`config.mk`:
```
export PLATFORM = sky130hd
export DESIGN_NAME = imdt_top
export DESIGN_NICKNAME = d
export VERILOG_FILES = /design/src/hw/imdt_pkg.sv /design/src/hw/imdt_decode.sv /design/src/hw/imdt_bus_cost.sv /design/src/hw/imdt_top.sv
export VERILOG_INCLUDE_DIRS = /design/src /design/src/hw
export SDC_FILE = /design/constraint.sdc
export NUM_CORES = 1
export LEC_CHECK = 0
export BUFFER_PORTS_ARGS = -buffer_cell sky130_fd_sc_hd__clkbuf_2
export CAP_MARGIN = 30
export CORE_ASPECT_RATIO = 0.6
export CORE_MARGIN = 2
export CORE_UTILIZATION = 50
export CTS_BUF_LIST = sky130_fd_sc_hd__clkbuf_16
export DETAILED_ROUTE_END_ITERATION = 10
export PLACE_DENSITY = 0.76
export SLEW_MARGIN = 20
export SYNTH_ARGS = -nofsm -noshare
export SYNTH_HDL_FRONTEND = slang
export SYNTH_SLANG_ARGS = --single-unit
```
`constraint.sdc`:
```
create_clock -name I_CLOCK -period 3.21 [get_ports I_CLOCK]
set_clock_uncertainty 0.15 [all_clocks]
set_input_delay 0.1605 -clock I_CLOCK [delete_from_list [all_inputs] [get_ports I_CLOCK]]
set_output_delay 0.1605 -clock I_CLOCK [all_outputs]
set_load 0.05 [all_outputs]
```
`src/hw/imdt_defs.svh`:
```
// Constants for the integer move decode and timing block.
// Assumes inclusion by bare name from hw/.
`ifndef IMDT_DEFS_SVH
`define IMDT_DEFS_SVH

`define IMDT_CORE_PER_BUS 2
`define IMDT_FAST_R 4'h2
`define IMDT_MISALIGN_CLK 8'h03
`define IMDT_DEP_CLK 8'h01
`define IMDT_INDEX_CLK 8'h01
`define IMDT_DISPIMM_CLK 8'h01
`define IMDT_INVAL_BUS 8'h01
`define IMDT_TLB0_BUS 8'h0D
`define IMDT_TLB1_BUS 8'h15
`define IMDT_TLB2_BUS 8'h1C
`define IMDT_TLB_CORE 8'h01
`define IMDT_BURST_EXTRA 8'h03
`define IMDT_LINE_BYTES 4'h0
`define IMDT_OP_TWO_BYTE 8'h0F
`define IMDT_CLK_ONE 8'h01
`define IMDT_CLK_TWO 8'h02
`define IMDT_CLK_THREE 8'h03
`define IMDT_CLK_FOUR 8'h04
`define IMDT_CLK_FIVE 8'h05

`endif

```
`src/hw/imdt_pkg.sv`:
```
// Types for the integer move decode and timing block.
// Assumes imdt_defs.svh supplies all numeric constants.
package imdt_pkg;

    typedef enum logic [3:0] {
        IMDT_OP_NONE = 4'h0,
        IMDT_OP_COPY_RR = 4'h1,
        IMDT_OP_COPY_MR = 4'h2,
        IMDT_OP_COPY_IMM = 4'h3,
        IMDT_OP_ZEXT = 4'h4,
        IMDT_OP_SEXT = 4'h5,
        IMDT_OP_STORE = 4'h6,
        IMDT_OP_REMOVE = 4'h7,
        IMDT_OP_SWAP = 4'h8,
        IMDT_OP_EALOAD = 4'h9,
        IMDT_OP_COPY_RM = 4'hA
    } imdt_op_t;

    typedef struct packed {
        logic [7:0] op0;
        logic [7:0] op1;
        logic [7:0] form;
        logic has_disp;
        logic has_imm;
        logic uses_index;
        logic [2:0] base_reg;
        logic misaligned;
        logic multi_read;
        logic addr_low16;
    } imdt_instr_t;

    typedef struct packed {
        logic ifetch_hit;
        logic data_hit;
        logic fill_busy;
        logic same_line;
        logic target_miss;
        logic target_dword_span;
        logic target_burst_span;
        logic bufs_full;
        logic [3:0] inval_cnt;
        logic tlb_miss;
        logic [1:0] tlb_dirty_cnt;
    } imdt_env_t;

    typedef struct packed {
        imdt_op_t op;
        logic full_width;
        logic has_mem;
        logic is_stack;
        logic [2:0] dest_reg;
        logic dest_valid;
        logic [7:0] base_clk;
    } imdt_dec_t;

    typedef struct packed {
        logic [3:0] r;
        logic [3:0] b;
        logic [3:0] w;
    } imdt_bus_t;

endpackage

```
`src/hw/imdt_decode.sv`:
```
// Combinational opcode decoder for the data-movement opcodes.
// Assumes the first opcode byte, second byte and form byte are presented together.
`timescale 1ns/1ps
`default_nettype none
`include "imdt_defs.svh"

module imdt_decode
    import imdt_pkg::*;
(
    input wire imdt_instr_t i_instr, // Instruction bytes and flags
    output imdt_dec_t o_dec // Decoded class and base count
);

    logic reg_mode;
    logic [2:0] sub_field;
    logic [2:0] rm_field;
    assign reg_mode = (i_instr.form[7:6] == 2'h3);
    assign sub_field = i_instr.form[5:3];
    assign rm_field = i_instr.form[2:0];

    always_comb begin
        o_dec = '0;
        o_dec.op = IMDT_OP_NONE;
        o_dec.full_width = i_instr.op0[0];
        o_dec.has_mem = !reg_mode;
        o_dec.dest_reg = sub_field;
        if (i_instr.op0[7:1] == 7'h44) begin
            o_dec.op = reg_mode ? IMDT_OP_COPY_RR : IMDT_OP_COPY_RM;
            o_dec.dest_reg = rm_field;
            o_dec.dest_valid = reg_mode;
            o_dec.base_clk = `IMDT_CLK_ONE;
        end else if (i_instr.op0[7:1] == 7'h45) begin
            o_dec.op = reg_mode ? IMDT_OP_COPY_RR : IMDT_OP_COPY_MR;
            o_dec.dest_valid = 1'b1;
            o_dec.base_clk = `IMDT_CLK_ONE;
        end else if (i_instr.op0[7:1] == 7'h63 && sub_field == 3'h0) begin
            o_dec.op = IMDT_OP_COPY_IMM;
            o_dec.dest_reg = rm_field;
            o_dec.dest_valid = reg_mode;
            o_dec.base_clk = `IMDT_CLK_ONE;
        end else if (i_instr.op0[7:4] == 4'hB) begin
            o_dec.op = IMDT_OP_COPY_IMM;
            o_dec.full_width = i_instr.op0[3];
            o_dec.has_mem = 1'b0;
            o_dec.dest_reg = i_instr.op0[2:0];
            o_dec.dest_valid = 1'b1;
            o_dec.base_clk = `IMDT_CLK_ONE;
        end else if (i_instr.op0 == `IMDT_OP_TWO_BYTE && i_instr.op1[7:4] == 4'hB
                     && i_instr.op1[2:1] == 2'h3) begin
            o_dec.op = i_instr.op1[3] ? IMDT_OP_SEXT : IMDT_OP_ZEXT;
            o_dec.full_width = i_instr.op1[0];
            o_dec.dest_valid = 1'b1;
            o_dec.base_clk = `IMDT_CLK_THREE;
        end else if (i_instr.op0[7:3] == 5'h0A) begin
            o_dec.op = IMDT_OP_STORE;
            o_dec.full_width = 1'b1;
            o_dec.has_mem = 1'b0;
            o_dec.is_stack = 1'b1;
            o_dec.base_clk = `IMDT_CLK_ONE;
        end else if (i_instr.op0 == 8'hFF && sub_field == 3'h6) begin
            o_dec.op = IMDT_OP_STORE;
            o_dec.is_stack = 1'b1;
            o_dec.base_clk = `IMDT_CLK_FOUR;
        end else if (i_instr.op0 == 8'h6A || i_instr.op0 == 8'h68) begin
            o_dec.op = IMDT_OP_STORE;
            o_dec.full_width = 1'b1;
            o_dec.has_mem = 1'b0;
            o_dec.is_stack = 1'b1;
            o_dec.base_clk = `IMDT_CLK_ONE;
        end else if (i_instr.op0[7:3] == 5'h0B) begin
            o_dec.op = IMDT_OP_REMOVE;
            o_dec.full_width = 1'b1;
            o_dec.has_mem = 1'b0;
            o_dec.is_stack = 1'b1;
            o_dec.dest_reg = i_instr.op0[2:0];
            o_dec.dest_valid = 1'b1;
            o_dec.base_clk = `IMDT_CLK_ONE;
        end else if (i_instr.op0 == 8'h8F && sub_field == 3'h0) begin
            o_dec.op = IMDT_OP_REMOVE;
            o_dec.is_stack = 1'b1;
            o_dec.dest_reg = rm_field;
            o_dec.dest_valid = reg_mode;
            o_dec.base_clk = reg_mode ? `IMDT_CLK_FOUR : `IMDT_CLK_FIVE;
        end else if (i_instr.op0[7:1] == 7'h43) begin
            o_dec.op = IMDT_OP_SWAP;
            o_dec.dest_valid = 1'b1;
            o_dec.base_clk = reg_mode ? `IMDT_CLK_THREE : `IMDT_CLK_FIVE;
        end else if (i_instr.op0[7:3] == 5'h12) begin
            o_dec.op = IMDT_OP_SWAP;
            o_dec.full_width = 1'b1;
            o_dec.has_mem = 1'b0;
            o_dec.dest_reg = i_instr.op0[2:0];
            o_dec.dest_valid = 1'b1;
            o_dec.base_clk = `IMDT_CLK_THREE;
        end else if (i_instr.op0 == 8'h8D) begin
            o_dec.op = IMDT_OP_EALOAD;
            o_dec.full_width = 1'b1;
            o_dec.has_mem = 1'b0;
            o_dec.dest_valid = 1'b1;
            o_dec.base_clk = i_instr.uses_index ? `IMDT_CLK_TWO : `IMDT_CLK_ONE;
        end
    end

endmodule
`default_nettype wire

```
`src/hw/imdt_bus_cost.sv`:
```
// Bus-clock penalty calculator for misses, jumps, writes, invalidates and TLB walks.
// Assumes the bus profile is held steady while an instruction is scored.
`timescale 1ns/1ps
`default_nettype none
`include "imdt_defs.svh"

module imdt_bus_cost
    import imdt_pkg::*;
(
    input wire imdt_bus_t i_bus, // Bus r-b-w profile
    input wire imdt_env_t i_env, // Cache and bus conditions
    input wire logic i_has_mem, // Instruction touches data memory
    input wire logic i_is_write, // Instruction writes memory
    input wire logic i_multi_read, // Reads several consecutive items
    input wire logic i_addr_low16, // First access on a 16-byte boundary
    output logic [7:0] o_bus_clk, // Total bus-clock penalty
    output logic o_tlb_core // Extra core clock from a TLB walk
);

    function automatic logic [7:0] fill_cost(input imdt_bus_t p);
        fill_cost = 8'(p.r) + 8'(p.b) * `IMDT_BURST_EXTRA;
    endfunction

    always_comb begin
        o_bus_clk = 8'h00;
        if (!i_env.ifetch_hit || (i_has_mem && !i_env.data_hit)) begin
            o_bus_clk = fill_cost(i_bus);
            o_bus_clk = o_bus_clk + 8'(i_bus.r) - 8'(`IMDT_FAST_R);
            if (i_multi_read && !i_addr_low16) begin
                o_bus_clk = o_bus_clk + fill_cost(i_bus);
            end
        end
        if (i_env.target_miss) begin
            o_bus_clk = o_bus_clk + 8'(i_bus.r);
            if (i_env.target_dword_span) begin
                o_bus_clk = o_bus_clk + 8'(i_bus.b) * `IMDT_BURST_EXTRA;
            end
            if (i_env.target_burst_span) begin
                o_bus_clk = o_bus_clk + fill_cost(i_bus);
            end
        end
        if (i_is_write && i_env.bufs_full) begin
            o_bus_clk = o_bus_clk + 8'(i_bus.w);
        end
        o_bus_clk = o_bus_clk + 8'(i_env.inval_cnt) * `IMDT_INVAL_BUS;
        if (i_env.tlb_miss) begin
            case (i_env.tlb_dirty_cnt)
                2'h0: o_bus_clk = o_bus_clk + `IMDT_TLB0_BUS;
                2'h1: o_bus_clk = o_bus_clk + `IMDT_TLB1_BUS;
                default: o_bus_clk = o_bus_clk + `IMDT_TLB2_BUS;
            endcase
        end
        o_tlb_core = i_env.tlb_miss;
    end

endmodule
`default_nettype wire

```
`src/hw/imdt_top.sv`:
```
// Decode and core-clock cost model for integer data-movement instructions.
// Assumes one instruction offered per valid pulse from same-clock logic.
//
// Behaviour
// - resume flag suppresses breakpoint at return address
// - listed counts assume hits; misses add penalty
// - bus cost given as r-b-w; fastest 2-1-2
// - slower bus adds r minus two
// - misaligned access adds three core clocks
// - fill in progress stalls dependent access
// - base from previous destination adds one
// - index register may add one clock
// - jump target miss adds r, 3b, r+3b
// - write clocks only when buffers full
// - displacement plus immediate may add one
// - each contending invalidate adds one bus clock
// - TLB miss adds 13/21/28 plus one
// - unaligned multi-read may add extra fill
// - register copy forms take one clock
// - immediate copy forms take one clock
// - extending copies take three clocks
// - stack remove forms with their counts
// - swap forms with their counts
// - address load one or two clocks
// - memory-to-register copy takes one clock
`timescale 1ns/1ps
`default_nettype none
`include "imdt_defs.svh"

module imdt_top
    import imdt_pkg::*;
(
    input wire logic I_CLOCK, // Core clock
    input wire logic I_RST, // Asynchronous reset, active high
    input wire logic I_VALID, // Instruction offered
    input wire imdt_instr_t I_INSTR, // Instruction bytes and flags
    input wire imdt_env_t I_ENV, // Cache and bus conditions
    input wire imdt_bus_t I_BUS, // Bus r-b-w profile
    input wire logic I_RESUME_FLAG, // resume_flag at handler return
    input wire logic I_BKPT_HIT, // Execution breakpoint matches
    input wire logic I_FILL_DONE, // Line fill completed
    output logic O_DONE, // Instruction costed
    output imdt_op_t O_OP, // Decoded class
    output logic O_FULL_WIDTH, // Full-width operands
    output logic O_ILLEGAL, // Opcode not in this group
    output logic [7:0] O_CORE_CLK, // Total core clocks
    output logic [7:0] O_BUS_CLK, // Bus-clock penalty
    output logic O_BKPT_FAULT, // Raise execution breakpoint
    output logic O_STALL // Waiting on a line fill
);

    // ------------------------------------------------------------
    // Decode and bus cost
    // ------------------------------------------------------------
    imdt_dec_t dec;
    logic [7:0] bus_clk;
    logic tlb_core;
    logic is_write;

    imdt_decode u_decode (
        .i_instr(I_INSTR),
        .o_dec(dec)
    );

    // Every stack store writes the stack, other forms only with a memory operand
    assign is_write = (dec.op == IMDT_OP_STORE)
                      || (dec.has_mem && (dec.op == IMDT_OP_COPY_RM
                                          || dec.op == IMDT_OP_COPY_IMM
                                          || dec.op == IMDT_OP_REMOVE
                                          || dec.op == IMDT_OP_SWAP));

    imdt_bus_cost u_bus_cost (
        .i_bus(I_BUS),
        .i_env(I_ENV),
        .i_has_mem(dec.has_mem),
        .i_is_write(is_write),
        .i_multi_read(I_INSTR.multi_read),
        .i_addr_low16(I_INSTR.addr_low16),
        .o_bus_clk(bus_clk),
        .o_tlb_core(tlb_core)
    );

    // ------------------------------------------------------------
    // Fill synchroniser and stall
    // ------------------------------------------------------------
    logic fill_meta_r;
    logic fill_done_r;
    logic fill_seen_r;
    logic fill_rise;
    logic stall_r;
    logic fill_wait;

    always_ff @(posedge I_CLOCK or posedge I_RST) begin
        if (I_RST) begin
            fill_meta_r <= 1'b0;
            fill_done_r <= 1'b0;
            fill_seen_r <= 1'b0;
        end else begin
            fill_meta_r <= I_FILL_DONE;
            fill_done_r <= fill_meta_r;
            fill_seen_r <= fill_done_r;
        end
    end

    // Release only on a fresh completion; the level left by the last fill
    // would otherwise free the next stall before its own fill ends
    assign fill_rise = fill_done_r && !fill_seen_r;

    assign fill_wait = I_ENV.fill_busy && ((dec.has_mem && !I_ENV.data_hit)
                                           || I_ENV.same_line);

    always_ff @(posedge I_CLOCK or posedge I_RST) begin
        if (I_RST) begin
            stall_r <= 1'b0;
        end else if (stall_r) begin
            stall_r <= !fill_rise;
        end else if (I_VALID && fill_wait) begin
            stall_r <= 1'b1;
        end
    end

    // ------------------------------------------------------------
    // Address dependency tracking
    // ------------------------------------------------------------
    logic [2:0] prev_dest_r;
    logic prev_dest_valid_r;
    logic prev_stack_r;
    logic accept;
    logic dep_hit;

    assign accept = I_VALID && !stall_r && !fill_wait;
    assign dep_hit = dec.has_mem && prev_dest_valid_r && (prev_dest_r == I_INSTR.base_reg)
                     && !(dec.is_stack && prev_stack_r);

    always_ff @(posedge I_CLOCK or posedge I_RST) begin
        if (I_RST) begin
            prev_dest_r <= 3'h0;
            prev_dest_valid_r <= 1'b0;
            prev_stack_r <= 1'b0;
        end else if (accept) begin
            prev_dest_r <= dec.dest_reg;
            prev_dest_valid_r <= dec.dest_valid;
            prev_stack_r <= dec.is_stack;
        end
    end

    // ------------------------------------------------------------
    // Core clock total
    // ------------------------------------------------------------
    logic [7:0] core_nxt;

    always_comb begin
        core_nxt = dec.base_clk;
        if (I_INSTR.misaligned && dec.has_mem) begin
            core_nxt = core_nxt + `IMDT_MISALIGN_CLK;
        end
        if (dep_hit) begin
            core_nxt = core_nxt + `IMDT_DEP_CLK;
        end
        if (I_INSTR.uses_index && dec.has_mem) begin
            core_nxt = core_nxt + `IMDT_INDEX_CLK;
        end
        if (I_INSTR.has_disp && I_INSTR.has_imm) begin
            core_nxt = core_nxt + `IMDT_DISPIMM_CLK;
        end
        if (tlb_core) begin
            core_nxt = core_nxt + `IMDT_TLB_CORE;
        end
    end

    // ------------------------------------------------------------
    // Result registers
    // ------------------------------------------------------------
    always_ff @(posedge I_CLOCK or posedge I_RST) begin
        if (I_RST) begin
            O_DONE <= 1'b0;
            O_OP <= IMDT_OP_NONE;
            O_FULL_WIDTH <= 1'b0;
            O_ILLEGAL <= 1'b0;
            O_CORE_CLK <= 8'h00;
            O_BUS_CLK <= 8'h00;
        end else begin
            O_DONE <= accept;
            if (accept) begin
                O_OP <= dec.op;
                O_FULL_WIDTH <= dec.full_width;
                O_ILLEGAL <= (dec.op == IMDT_OP_NONE);
                O_CORE_CLK <= core_nxt;
                O_BUS_CLK <= bus_clk;
            end
        end
    end

    always_ff @(posedge I_CLOCK or posedge I_RST) begin
        if (I_RST) begin
            O_BKPT_FAULT <= 1'b0;
        end else begin
            O_BKPT_FAULT <= accept && I_BKPT_HIT && !I_RESUME_FLAG;
        end
    end

    assign O_STALL = stall_r;

endmodule
`default_nettype wire

```
== Word level (Yosys, flattened, before mapping) ==
Cells that the tools add are included.

* Register bits: 33
* Output and inout port bits: 25
* Word-level logic and storage cells: 187

* $add $sub $neg: 17
* Multiply operators: 1
* Equality and inequality tests: 25
* Mux-type cells: 87
* Reductions and logical operators: 43

{| class="wikitable"
|+ Operators with widths
! kind !! number
|-
| $mux W19 || 9
|-
| $mux W8 || 16
|-
| $mux W7 || 14
|-
| $mux W4 || 15
|-
| $mux W12 || 4
|-
| $mux W9 || 5
|-
| $add A8 B1 Y8 const B || 4
|-
| $eq A7 B7 Y1 const B || 4
|-
| $add A8 B4 Y8 || 3
|-
| $eq A8 B8 Y1 const B || 3
|-
| $mux W6 || 4
|-
| $logic_and A1 B1 Y1 || 23
|-
| $add A8 B5 Y8 const B || 2
|-
| $add A8 B8 Y8 || 2
|-
| $eq A4 B4 Y1 const B || 4
|-
| $eq A8 B7 Y1 const B || 2
|-
| $pmux W8 S2 || 1
|-
| $mux W3 || 5
|-
| $eq A5 B4 Y1 const B || 2
|-
| $logic_not A1 Y1 || 10
|-
| $mux W2 || 5
|-
| $mux W5 || 2
|-
| $add A7 B4 Y8 || 1
|-
| $add A8 B2 Y8 const B || 1
|-
| other kinds (18) || 32
|}

== Logic depth before layout (Yosys ltp) ==
Gate-level depths: netlist (run 1).

* Depth after elaboration: 51
* Mapped depth: 38
* Gate-level depth less buffers: 38

== Cells and area by module ==
From an unflattened synthesis (run 1), not the netlist that was laid out.

* Cell total of the unflattened synthesis: 809
* Area total of the unflattened synthesis: 6,199.7 sq um

{| class="wikitable"
|+ Modules (own cells, without submodules)
! module !! times used !! cells an instance !! area each (sq um) !! sequential area each (sq um)
|-
| imdt_bus_cost || 1 || 420 || 3,065.4 || 0.0
|-
| imdt_top || 1 || 281 || 2,386.0 || 825.8
|-
| imdt_decode || 1 || 108 || 748.2 || 0.0
|}

== Least setup slack after synthesis (run 1) ==
Ideal clock, no wire load.

* Kind: input -> register
* Start point: in I_BUS[4] in the netlist's numbering
* End point: reg O_BUS_CLK[7]
* Data arrival time: 7.919 ns
* Path slack: -4.946 ns
* Cell stages on the path: 35
* Cell sequence: ha_1 -> fa_1 -> ha_1 -> xnor2_1 -> inv_1 -> ha_1 -> inv_1 -> fa_1 -> ha_1 -> xnor2_1 -> a211oi_1 -> ha_1 -> a21oi_1 -> xnor2_1 -> ha_1 -> o21ai_0 -> nor2_1 -> o31ai_1 -> ha_1 -> a211o_1 -> o211ai_1 -> a31oi_1 -> ha_1 -> xor2_1 -> o21ai_0 -> ha_1 -> a21oi_1 -> xnor2_1 -> xnor2_1 -> ha_1 -> nor2b_1 -> o31a_1 -> and3_1 -> o21a_1 -> a22oi_1

* Cells in the longest elaborated chain, start to end: 20
* Elaborated cells on any way between the ends: 22

{| class="wikitable"
|+ Ends and longest elaborated chain
! element !! line !! source
|-
| start: declaration || imdt_top.sv:38 || <nowiki>input wire imdt_bus_t I_BUS,</nowiki>
|-
| $mul A4 B2 Y6 (no line) (*) || n/a ||
|-
| $add A4 B6 Y7 (no line) || n/a ||
|-
| $add A7 B4 Y8 || imdt_bus_cost.sv:28 || <nowiki>o_bus_clk = o_bus_clk + 8'(i_bus.r) - 8'(`IMDT_FAST_R);</nowiki>
|-
| $sub A8 B2 Y8 || imdt_bus_cost.sv:28 ||
|-
| $add A8 B8 Y8 || imdt_bus_cost.sv:30 || <nowiki>o_bus_clk = o_bus_clk + fill_cost(i_bus);</nowiki>
|-
| $mux W8 || imdt_bus_cost.sv:29 || <nowiki>if (i_multi_read && !i_addr_low16) begin</nowiki>
|-
| $mux W8 || imdt_bus_cost.sv:26 || <nowiki>if (!i_env.ifetch_hit || (i_has_mem && !i_env.data_hit)) begin</nowiki>
|-
| $add A8 B4 Y8 || imdt_bus_cost.sv:34 || <nowiki>o_bus_clk = o_bus_clk + 8'(i_bus.r);</nowiki>
|-
| (+4 left out) || n/a ||
|-
| $mux W8 || imdt_bus_cost.sv:38 || <nowiki>if (i_env.target_burst_span) begin</nowiki>
|-
| $mux W8 (*) || imdt_bus_cost.sv:33 || <nowiki>if (i_env.target_miss) begin</nowiki>
|-
| $add A8 B4 Y8 || imdt_bus_cost.sv:43 || <nowiki>o_bus_clk = o_bus_clk + 8'(i_bus.w);</nowiki>
|-
| $mux W8 (*) || imdt_bus_cost.sv:42 || <nowiki>if (i_is_write && i_env.bufs_full) begin</nowiki>
|-
| $add A8 B4 Y8 (no line) (*) || n/a ||
|-
| $add A8 B5 Y8 (no line) or $add A8 B4 Y8 (tied branches) || n/a ||
|-
| $pmux W8 S2 || imdt_bus_cost.sv:47 || <nowiki>case (i_env.tlb_dirty_cnt)</nowiki>
|-
| $mux W8 (*) || imdt_bus_cost.sv:46 || <nowiki>if (i_env.tlb_miss) begin</nowiki>
|-
| end signal: assignment || imdt_top.sv:189 || <nowiki>O_BUS_CLK <= bus_clk;</nowiki>
|-
| end: declaration || imdt_top.sv:47 || <nowiki>output logic [7:0] O_BUS_CLK,</nowiki>
|}

Mark *: on every way between the ends. The rest lies on a longest branch, timed or not. The select of a mux whose other input is x is not followed.
A chain may end at the register's enable or synchronous reset.

== Worst setup path after layout (run 1) ==
* Start point: in I_BUS[5] in the netlist's numbering
* End point: reg O_BUS_CLK[7]

The elaborated chain is that of the path after synthesis.

==> impl_metrics.env, run 1 <==
export IMPL_grt_pass1_vias=6863
export IMPL_postLayoutSetupSlackWorst_ns=-4.86
export IMPL_syn_num_nets=823
export IMPL_vias_per_cell=6.20
export IMPL_yosysSeqAreaShare=0.150
export IMPL_stdcell_count=1152
export IMPL_slowest_stage_delay_on_critical_path_ns=0.57
export IMPL_power_uw=9620
export IMPL_hold_path_class="in2reg"
export IMPL_overall_die_area_um2=11900
export IMPL_clock_latency_ns=0.28
export IMPL_crit_arrival_ns=8.11
export IMPL_vdd_ir_drop_max_mv=0.993
export IMPL_drive_gt1_frac=0.488
export IMPL_period_minus_slack_ns=8.07
export IMPL_run_status="complete, but fails checks"
export IMPL_power_density_cell_area_nw_per_um2=1060
export IMPL_clock_tree_root_cell="sky130_fd_sc_hd__clkbuf_16"
export IMPL_grt_remaining_overflow=0
export IMPL_rsz0062_at_grt="true"
export IMPL_synth_edff_count=0
export IMPL_clk_path_buf_depth=2
export IMPL_min_period_over_period=2.52
export IMPL_worst_setup_path_type="in2reg"
export IMPL_clk_pin_slew_ns=0.05
export IMPL_startpoint="I_BUS[5]"
export IMPL_final_max_slew_violation_count=0
export IMPL_start_util=0.517
export IMPL_netlist_area_um2=5520
export IMPL_critical_path_endpoint="O_BUS_CLK[7]"
export IMPL_crit_path_start_kind="input port"
export IMPL_grt_antenna_before_repair=0
export IMPL_cts_tree="done"
export IMPL_switchingPower_uw=4580
export IMPL_grt_start_max_net_pins=34
export IMPL_avgRoutedWirePerCell_um=21.8
export IMPL_ys_types=91
export IMPL_finalWeightedCongestion=0.946
export IMPL_total_number_of_nets_in_the_final_design=1146
export IMPL_maxCapViolCount=0
export IMPL_top_level_ports=91
export IMPL_worstMarginPinSlew_ns=0.583
export IMPL_synthesis_yosys_warnings=0
export IMPL_critPathMostFrequentCell="sky130_fd_sc_hd__ha_4"
export IMPL_post_route_util=0.852
export IMPL_primary_flip_flop_cell_chosen_by_synthesis_mapping="sky130_fd_sc_hd__dfrtp_1"
export IMPL_synthToLayoutAreaGrowth_pct=64.6
export IMPL_buffer_ports_inserted=90
export IMPL_drt_pass_1_iters=5
export IMPL_synth_async_sr_flop_share=1.00
export IMPL_p_clk_frac=0.048
export IMPL_dp_cells=1105
export IMPL_end_kind="flip-flop"
export IMPL_reg2reg_to="O_CORE_CLK[4]"
export IMPL_failed_checks="setup timing"
export IMPL_switching_share=0.476
export IMPL_syn_instance_count=689
export IMPL_max_freq_mhz=124
export IMPL_htree_levels=2
export IMPL_setup_viol_count_final=14
export IMPL_power_leakage_uw=0.00447
export IMPL_routed_wl_um=25100
export IMPL_data_required_time_at_the_worst_endpoint_ns=3.25
export IMPL_insertedDiodeCount=0
export IMPL_standard_cell_rows=29
export IMPL_worstReg2RegStart="prev_dest_r[1]"
export IMPL_syn_area_per_cell_um2=8.01
export IMPL_hold_violations=0
export IMPL_clock_sinks=33
export IMPL_layout_filler_cells=568
export IMPL_post_place_ws_ns=-5.19
export IMPL_die_width_um=140
export IMPL_core_region_area_um2=10700
export IMPL_regToRegSetupSlack_ns=-0.13
export IMPL_slew_headroom=0.608
export IMPL_largest_fanout_on_the_critical_path=5
export IMPL_grt_pass1_wl_um=35300
export IMPL_die_height_um=85.4
export IMPL_grtUsageTotal=0.373
export IMPL_cts_buf_count=5
export IMPL_hold_slack_ns=0.0437
export IMPL_synth_seq_cells=33
export IMPL_overall_via_count_from_detail_route=7146
export IMPL_route_detailed_drc=0
export IMPL_crit_path_top_delay_cell="sky130_fd_sc_hd__fa_2"
export IMPL_power_share_sequential=0.064
export IMPL_drtIter0Drc=870
export IMPL_comb_power_share=0.888
export IMPL_internal_power_uw=5040
export IMPL_r2r_cells=15
export IMPL_post_dp_hpwl_um=16500
export IMPL_ant_nets=0
==> cell usage in the layout, fill, tap and decap left out, types with 12 or more instances in the layout <==
master | netlist | layout
sky130_fd_sc_hd__buf_4 | 1 | 226
sky130_fd_sc_hd__clkbuf_2 | 1 | 84
sky130_fd_sc_hd__nand2_1 | 57 | 54
sky130_fd_sc_hd__inv_1 | 62 | 50
sky130_fd_sc_hd__nor2_1 | 47 | 44
sky130_fd_sc_hd__ha_1 | 59 | 39
sky130_fd_sc_hd__dfrtp_1 | 33 | 33
sky130_fd_sc_hd__o21ai_0 | 46 | 29
sky130_fd_sc_hd__a21oi_1 | 39 | 27
sky130_fd_sc_hd__xnor2_1 | 36 | 21
sky130_fd_sc_hd__ha_4 | 0 | 20
sky130_fd_sc_hd__a21o_1 | 19 | 18
sky130_fd_sc_hd__buf_6 | 2 | 18
sky130_fd_sc_hd__nand3_1 | 19 | 16
sky130_fd_sc_hd__nor2b_1 | 16 | 15
sky130_fd_sc_hd__o21ai_1 | 4 | 15
sky130_fd_sc_hd__nand2b_1 | 13 | 12
sky130_fd_sc_hd__xnor2_2 | 2 | 12
==> power by group through the flow <==
stage	Sequential (µW)	Clock [µW]	Combinational (µW)
finish	616	459	8550
global route	625	481	8970
CTS	605	453	7320
detailed placement	608	0	6700
global placement	601	0	6390
floorplan	912	0	3770
==> registers in the layout (all words and copies together) (netlist names) <==
signal	cells
fill_seen_r	1
O_CORE_CLK	8
fill_done_r	1
O_STALL	1
O_OP	4
O_BKPT_FAULT	1
O_DONE	1
prev_dest_valid_r	1
fill_meta_r	1
prev_stack_r	1
O_ILLEGAL	1
O_FULL_WIDTH	1
prev_dest_r	3
O_BUS_CLK	8
==> cell families after synthesis <==
family                     Yosys count  share of synthesized area
xor gates and xnor gates            54                     0.0938
buffers and inverters               84                     0.0614
AOI/OAI and AO/OA                  198                      0.253
adders and majority gates           69                      0.168
DFF                                 33                      0.150
muxes                               23                     0.0471
and+or+nand+nor                    228                      0.227
==> critical path, delay by kind of cell <==
family | cells | cell delay [ns]
AO/OA/AOI/OAI | 9 | 1.67
XOR/XNOR | 8 | 1.31
adder cells (fa/ha/maj) | 12 | 3.79
buffers and inverters | 5 | 0.53
multiplexers | 1 | 0.32
AND/OR/NAND/NOR | 2 | 0.32
==> area by class of cell <==
cell class | count | area [µm²] | area share
multi-input cells | 572 | 5240 | 0.577
repair buffers | 338 | 2470 | 0.272
inverters | 62 | 240 | 0.0264
clock inverters | 3 | 13.8 | 0.00151
well taps | 139 | 174 | 0.0191
flip-flops and latches | 33 | 826 | 0.0909
clock buffers | 5 | 125 | 0.0138
==> metal layers <==
| layer | share of wire | GRT usage |
|---|---|---|
| met1 | 0.41 | 0.513 |
| met3 | 0.11 | 0.0784 |
| met4 | 0.044 | 0.0982 |
| met5 | 0 | 0 |
| met2 | 0.43 | 0.602 |
==> metrics by stage <==
stage | TNS (ns) | cell area [µm²]
after floorplan | -33.70 | 5810
after global placement | -38.92 | 7920
after detailed placement | -42.60 | 7920
after global routing | -38.45 | 9090
final | -36.62 | 9090
after CTS | -34.52 | 8680
==> synthesized netlist by cell type (4+ instances only) <==
master                     count  share of area
sky130_fd_sc_hd__clkbuf_1     14         0.0095
sky130_fd_sc_hd__nor3b_1       4         0.0054
sky130_fd_sc_hd__o21bai_1      4         0.0054
sky130_fd_sc_hd__a31oi_1       6         0.0068
sky130_fd_sc_hd__o21ai_1       4         0.0036
sky130_fd_sc_hd__fa_1          9          0.033
sky130_fd_sc_hd__and3_1        5         0.0057
sky130_fd_sc_hd__nand2b_1     13          0.015
sky130_fd_sc_hd__nor2_1       47          0.032
sky130_fd_sc_hd__a21oi_1      39          0.035
sky130_fd_sc_hd__ha_1         59           0.13
sky130_fd_sc_hd__nand2_1      57          0.039
sky130_fd_sc_hd__or2_2         6         0.0068
sky130_fd_sc_hd__nor4_1        4         0.0045
sky130_fd_sc_hd__dfrtp_1      33           0.15
sky130_fd_sc_hd__mux2_2        9          0.018
sky130_fd_sc_hd__xnor2_1      36          0.057
sky130_fd_sc_hd__a211o_1       4         0.0063
sky130_fd_sc_hd__mux2i_1      11          0.020
sky130_fd_sc_hd__or3_1         6         0.0068
sky130_fd_sc_hd__a211oi_1     15          0.020
sky130_fd_sc_hd__nor2b_1      16          0.018
sky130_fd_sc_hd__nor3_1        7         0.0063
sky130_fd_sc_hd__inv_1        62          0.042
sky130_fd_sc_hd__o32ai_1       5         0.0079
sky130_fd_sc_hd__a21o_1       19          0.026
sky130_fd_sc_hd__xor2_1       13          0.021
sky130_fd_sc_hd__o21a_1        6         0.0082
sky130_fd_sc_hd__o21ai_0      46          0.042
sky130_fd_sc_hd__and2_1        7         0.0079
sky130_fd_sc_hd__o211ai_1      5         0.0068
sky130_fd_sc_hd__nand4_1       8         0.0091
sky130_fd_sc_hd__nand4b_1      4         0.0063
sky130_fd_sc_hd__nand3_1      19          0.017
==> worst min path at each step <==
stage,endpoint,from,slack (ns),cells past startpoint
after detailed placement,O_BUS_CLK[2],I_RST,0.09,3
after global routing,O_STALL,I_VALID,0.05,3
after global placement,O_BUS_CLK[0],I_RST,0.08,3
final,O_STALL,I_VALID,0.04,3
after floorplan,fill_meta_r,I_FILL_DONE,0.04,0
after CTS,O_STALL,I_VALID,0.02,3
==> what timing repair did <==
item	CTS	global route
hold buffers	4	0
setup endpoints to repair	14	14
gates cloned	0	0
hold endpoints to repair	35	0
resized for setup	86	70
pin swaps	62	63
setup buffers	27	17
(Power assumes the default switching activity.)
==> inputs of run 2 (changes only) <==
- ABC_AREA: default -> 0
- CELL_PAD_IN_SITES_DETAIL_PLACEMENT: default -> 1
- CELL_PAD_IN_SITES_GLOBAL_PLACEMENT: default -> 1
- CORE_UTILIZATION: 50 -> 39
- PLACE_DENSITY: 0.76 -> default
- PLACE_DENSITY_LB_ADDON: default -> 0.1
==> run 2 against run 1 <==
The run now fails in 5_1_grt; area after synthesis is the same; synthesized cell count is the same.
==> impl_metrics.env, run 2 <==
export IMPL_syn_area_per_cell_um2=8.01
export IMPL_synth_seq_cells=33
export IMPL_clk_path_buf_depth=2
export IMPL_htree_levels=2
export IMPL_post_dp_hpwl_um=19300
export IMPL_die_width_um=158
export IMPL_yosysSeqAreaShare=0.150
export IMPL_top_level_ports=91
export IMPL_synthTopCellsByCount="62 x sky130_fd_sc_hd__inv_1, 59 x sky130_fd_sc_hd__ha_1, 57 x sky130_fd_sc_hd__nand2_1"
export IMPL_synth_async_sr_flop_share=1.00
export IMPL_run_status="aborted with a tool error"
export IMPL_cts_buf_count=5
export IMPL_clock_sinks=33
export IMPL_synth_edff_count=0
export IMPL_yosys_top_cells_area="sky130_fd_sc_hd__dfrtp_1 15%, sky130_fd_sc_hd__ha_1 13%, sky130_fd_sc_hd__xnor2_1 5.7%, sky130_fd_sc_hd__inv_1 4.2%, sky130_fd_sc_hd__o21ai_0 4.2%"
export IMPL_grt_start_max_net_pins=34
export IMPL_post_place_ws_ns=-5.29
export IMPL_toolErrorMsg="[ERROR DPL-0033] detailed placement checks failed during check placement."
export IMPL_standard_cell_rows=33
export IMPL_grt_antenna_before_repair=3
export IMPL_yosysMostFrequentCell="sky130_fd_sc_hd__inv_1"
export IMPL_worst_endpoint_kind="register input"
export IMPL_die_height_um=96.2
export IMPL_synth_largest_area_cell="sky130_fd_sc_hd__dfrtp_1"
export IMPL_worst_endpoint_post_grt_repair="O_BUS_CLK[7]$_DFFE_PP0P_/D"
export IMPL_netlist_area_um2=5520
export IMPL_ys_types=91
export IMPL_syn_instance_count=689
export IMPL_buffer_ports_inserted=90
export IMPL_start_util=0.401
export IMPL_clock_tree_root_cell="sky130_fd_sc_hd__clkbuf_16"
export IMPL_syn_num_nets=823
export IMPL_primary_flip_flop_cell_chosen_by_synthesis_mapping="sky130_fd_sc_hd__dfrtp_1"
export IMPL_finalWeightedCongestion=0.919
export IMPL_synthesis_yosys_warnings=0
export IMPL_failing_step="5_1_grt"
export IMPL_synth_top_area_frac=0.150
[run 2: cell counts after synthesis]
Identical to the previous run, type by type.
[run 2: repair_timing]
item | CTS
hold buffers | 4
endpoints found under the hold margin | 35
endpoints found under the setup margin | 14
buffers inserted | 35
gates resized for setup | 103
pin swaps | 79
[run 2: logic make-up after synthesis]
kind of cell / after synthesis / share of synthesized area
AND/OR/NAND/NOR: 228 / 0.227
flip-flops: 33 / 0.150
AO/OA/AOI/OAI: 198 / 0.253
XOR/XNOR: 54 / 0.0938
buffers and inverters: 84 / 0.0614
adder cells (fa/ha/maj): 69 / 0.168
multiplexers: 23 / 0.0471
[run 2: metrics by stage]
stage / std cells / setup TNS (ns) / hold slack (ns) / instance area (µm²)
after CTS: 1211 / -35.01 / 0.0366 / 9030
after floorplan: 689 / -33.70 / 0.0419 / 5810
after detailed placement: 1167 / -43.59 / 0.109 / 8040
after global placement: 1167 / -40.71 / 0.0885 / 8040
==> inputs of run 3 (changes only) <==
- CELL_PAD_IN_SITES_DETAIL_PLACEMENT: 1 -> default
- CELL_PAD_IN_SITES_GLOBAL_PLACEMENT: 1 -> default
- CORE_ASPECT_RATIO: 0.6 -> default
- CORE_UTILIZATION: 39 -> 35
- CTS_BUF_LIST: sky130_fd_sc_hd__clkbuf_16 -> default
- PLACE_DENSITY_LB_ADDON: 0.1 -> 0.15
- clock period: 3.21 -> 4.15 ns (I/O delays scaled with it)
==> run 3 against run 2 <==
The flow now finishes, with violations (setup timing).
==> impl_metrics.env, run 3 (same netlist as run 1, synthesis figures left out) <==
export IMPL_hold_slack_ns=0.0186
export IMPL_post_route_util=0.594
export IMPL_crit_arrival_ns=7.70
export IMPL_slew_headroom=0.525
export IMPL_grt_pass1_wl_um=30000
export IMPL_stdcell_count=1227
export IMPL_power_share_sequential=0.066
export IMPL_rsz0062_at_grt="true"
export IMPL_totalNegativeSetupSlack_ns=-21.14
export IMPL_die_width_um=130
export IMPL_switchingPower_uw=3070
export IMPL_worst_setup_path_type="in2reg"
export IMPL_post_dp_hpwl_um=15100
export IMPL_crit_cells=36
export IMPL_clock_tree_root_cell="sky130_fd_sc_hd__clkbuf_16"
export IMPL_failed_checks="setup timing"
export IMPL_hold_violations=0
export IMPL_r2r_cells=15
export IMPL_met3_wirelength_um=580
export IMPL_most_common_cell_after_layout_fill_and_taps_aside="sky130_fd_sc_hd__buf_4"
export IMPL_maxCapViolCount=0
export IMPL_reg_largest_list="O_BUS_CLK: 8 flops, O_CORE_CLK: 8 flops, O_OP: 4 flops"
export IMPL_p_clk_frac=0.054
export IMPL_clock_latency_ns=0.28
export IMPL_setup_viol_count_final=8
export IMPL_switching_share=0.432
export IMPL_run_status="complete, but fails checks"
export IMPL_overall_via_count_from_detail_route=6192
export IMPL_end_kind="flip-flop"
export IMPL_slowest_stage_delay_on_critical_path_ns=0.60
export IMPL_max_freq_mhz=131
export IMPL_grt_start_max_net_pins=53
export IMPL_die_height_um=130
export IMPL_crit_path_start_kind="input port"
export IMPL_final_max_slew_violation_count=0
export IMPL_clk_pin_slew_ns=0.05
export IMPL_top_signal_layer_used="met4"
export IMPL_synthToLayoutAreaGrowth_pct=64.7
export IMPL_cts_tree="done"
export IMPL_hold_path_class="in2reg"
export IMPL_clk_path_buf_depth=2
export IMPL_htree_levels=2
export IMPL_overall_die_area_um2=16800
export IMPL_met1Wirelength_um=8450
export IMPL_routed_wl_met2_um=9370
export IMPL_routed_wl_um=18700
export IMPL_grt_pass1_vias=6296
export IMPL_drt_pass_1_iters=6
export IMPL_drtIter0Drc=314
export IMPL_min_period_over_period=1.85
export IMPL_worstMarginPinSlew_ns=0.708
export IMPL_drive_gt1_frac=0.487
export IMPL_data_required_time_at_the_worst_endpoint_ns=4.19
export IMPL_standard_cell_rows=45
export IMPL_grtUsageTotal=0.219
export IMPL_vdd_ir_drop_max_mv=0.382
export IMPL_grt_remaining_overflow=0
export IMPL_postLayoutSetupSlackWorst_ns=-3.51
export IMPL_dp_cells=1176
export IMPL_clock_sinks=33
export IMPL_layout_filler_cells=1357
export IMPL_power_density_cell_area_nw_per_um2=782
export IMPL_finalWeightedCongestion=0.909
export IMPL_top_level_ports=91
export IMPL_vias_per_cell=5.05
export IMPL_cp_num_buf_inv=3
export IMPL_comb_power_share=0.880
export IMPL_internal_power_uw=4030
export IMPL_route_detailed_drc=0
export IMPL_post_place_ws_ns=-4.00
export IMPL_buffer_ports_inserted=90
export IMPL_final_cell_mix="237 x sky130_fd_sc_hd__buf_4, 86 x sky130_fd_sc_hd__clkbuf_2, 55 x sky130_fd_sc_hd__nand2_1, 51 x sky130_fd_sc_hd__inv_1, 45 x sky130_fd_sc_hd__nor2_1"
export IMPL_crit_path_top_delay_cell="sky130_fd_sc_hd__fa_2"
export IMPL_holdPathStages=2
export IMPL_grt_antenna_before_repair=0
export IMPL_cts_buf_count=5
export IMPL_core_region_area_um2=15300
export IMPL_start_util=0.360
export IMPL_power_leakage_uw=0.00444
export IMPL_ff_latch_area_um2=826
export IMPL_ant_nets=0
export IMPL_total_area_of_multi_input_combinational_cells_um2=5160
export IMPL_period_minus_slack_ns=7.66
export IMPL_path_delay_family="adder cells"
export IMPL_avgRoutedWirePerCell_um=15.2
export IMPL_largest_fanout_on_the_critical_path=4
export IMPL_total_number_of_nets_in_the_final_design=1149
export IMPL_insertedDiodeCount=0
-- run 3: layout make-up --
cell class                      instances  area share
Multi-Input combinational cell        572       0.568
Sequential cell                        33      0.0908
Inverter                               62      0.0256
Tap cell                              211      0.0290
Clock buffer                            7      0.0168
Clock inverter                          1    0.000551
Timing Repair Buffer                  341       0.269
-- run 3: what timing repair did --
action,4_1_cts,5_1_grt
gates resized for setup,68,56
hold buffers,3,0
setup buffers,24,17
setup endpoints to repair,13,13
hold endpoints to repair,35,0
pin swaps,60,73
-- run 3: stage by stage --
stage               instance area [µm²]  power [µW]
floorplan                          5800        3620
CTS                                8630        6460
detailed placement                 7970        5570
finish                             9090        7110
global placement                   7970        5420
global route                       9090        7710
-- run 3: power groups by stage --
stage,Clock (µW),Combinational [µW],Sequential [µW]
after floorplan,0,2910,706
after CTS,390,5600,467
after global placement,0,4960,464
after global routing,406,6830,479
final,384,6260,466
after detailed placement,0,5100,471
-- run 3: final timing paths --
path                                start       endpoint  slack [ns]
max                              I_BUS[5]   O_BUS_CLK[7]       -3.51
min                            I_BKPT_HIT   O_BKPT_FAULT        0.02
max reg2reg                prev_dest_r[2]  O_CORE_CLK[4]        0.63
min reg2reg                   fill_meta_r    fill_done_r        0.23
max in group asynchronous           I_RST      O_ILLEGAL        3.14
min in group asynchronous           I_RST   O_BUS_CLK[6]        0.40
-- run 3: metal layers --
metal,track usage,vias up
met5,0,-
met4,0.0405,0
met3,0.0132,21
met2,0.400,121
met1,0.287,2899
li1,-,3151
-- run 3: worst register-to-register path: cells and delay by family (launching register included) --
family / cells / cell delay, ns
multiplexers: 3 / 0.85
buffers and inverters: 1 / 0.07
flip-flops: 1 / 0.39
adder cells (fa/ha/maj): 3 / 0.62
XOR/XNOR: 2 / 0.26
AND/OR/NAND/NOR: 4 / 0.36
AO/OA/AOI/OAI: 2 / 0.71
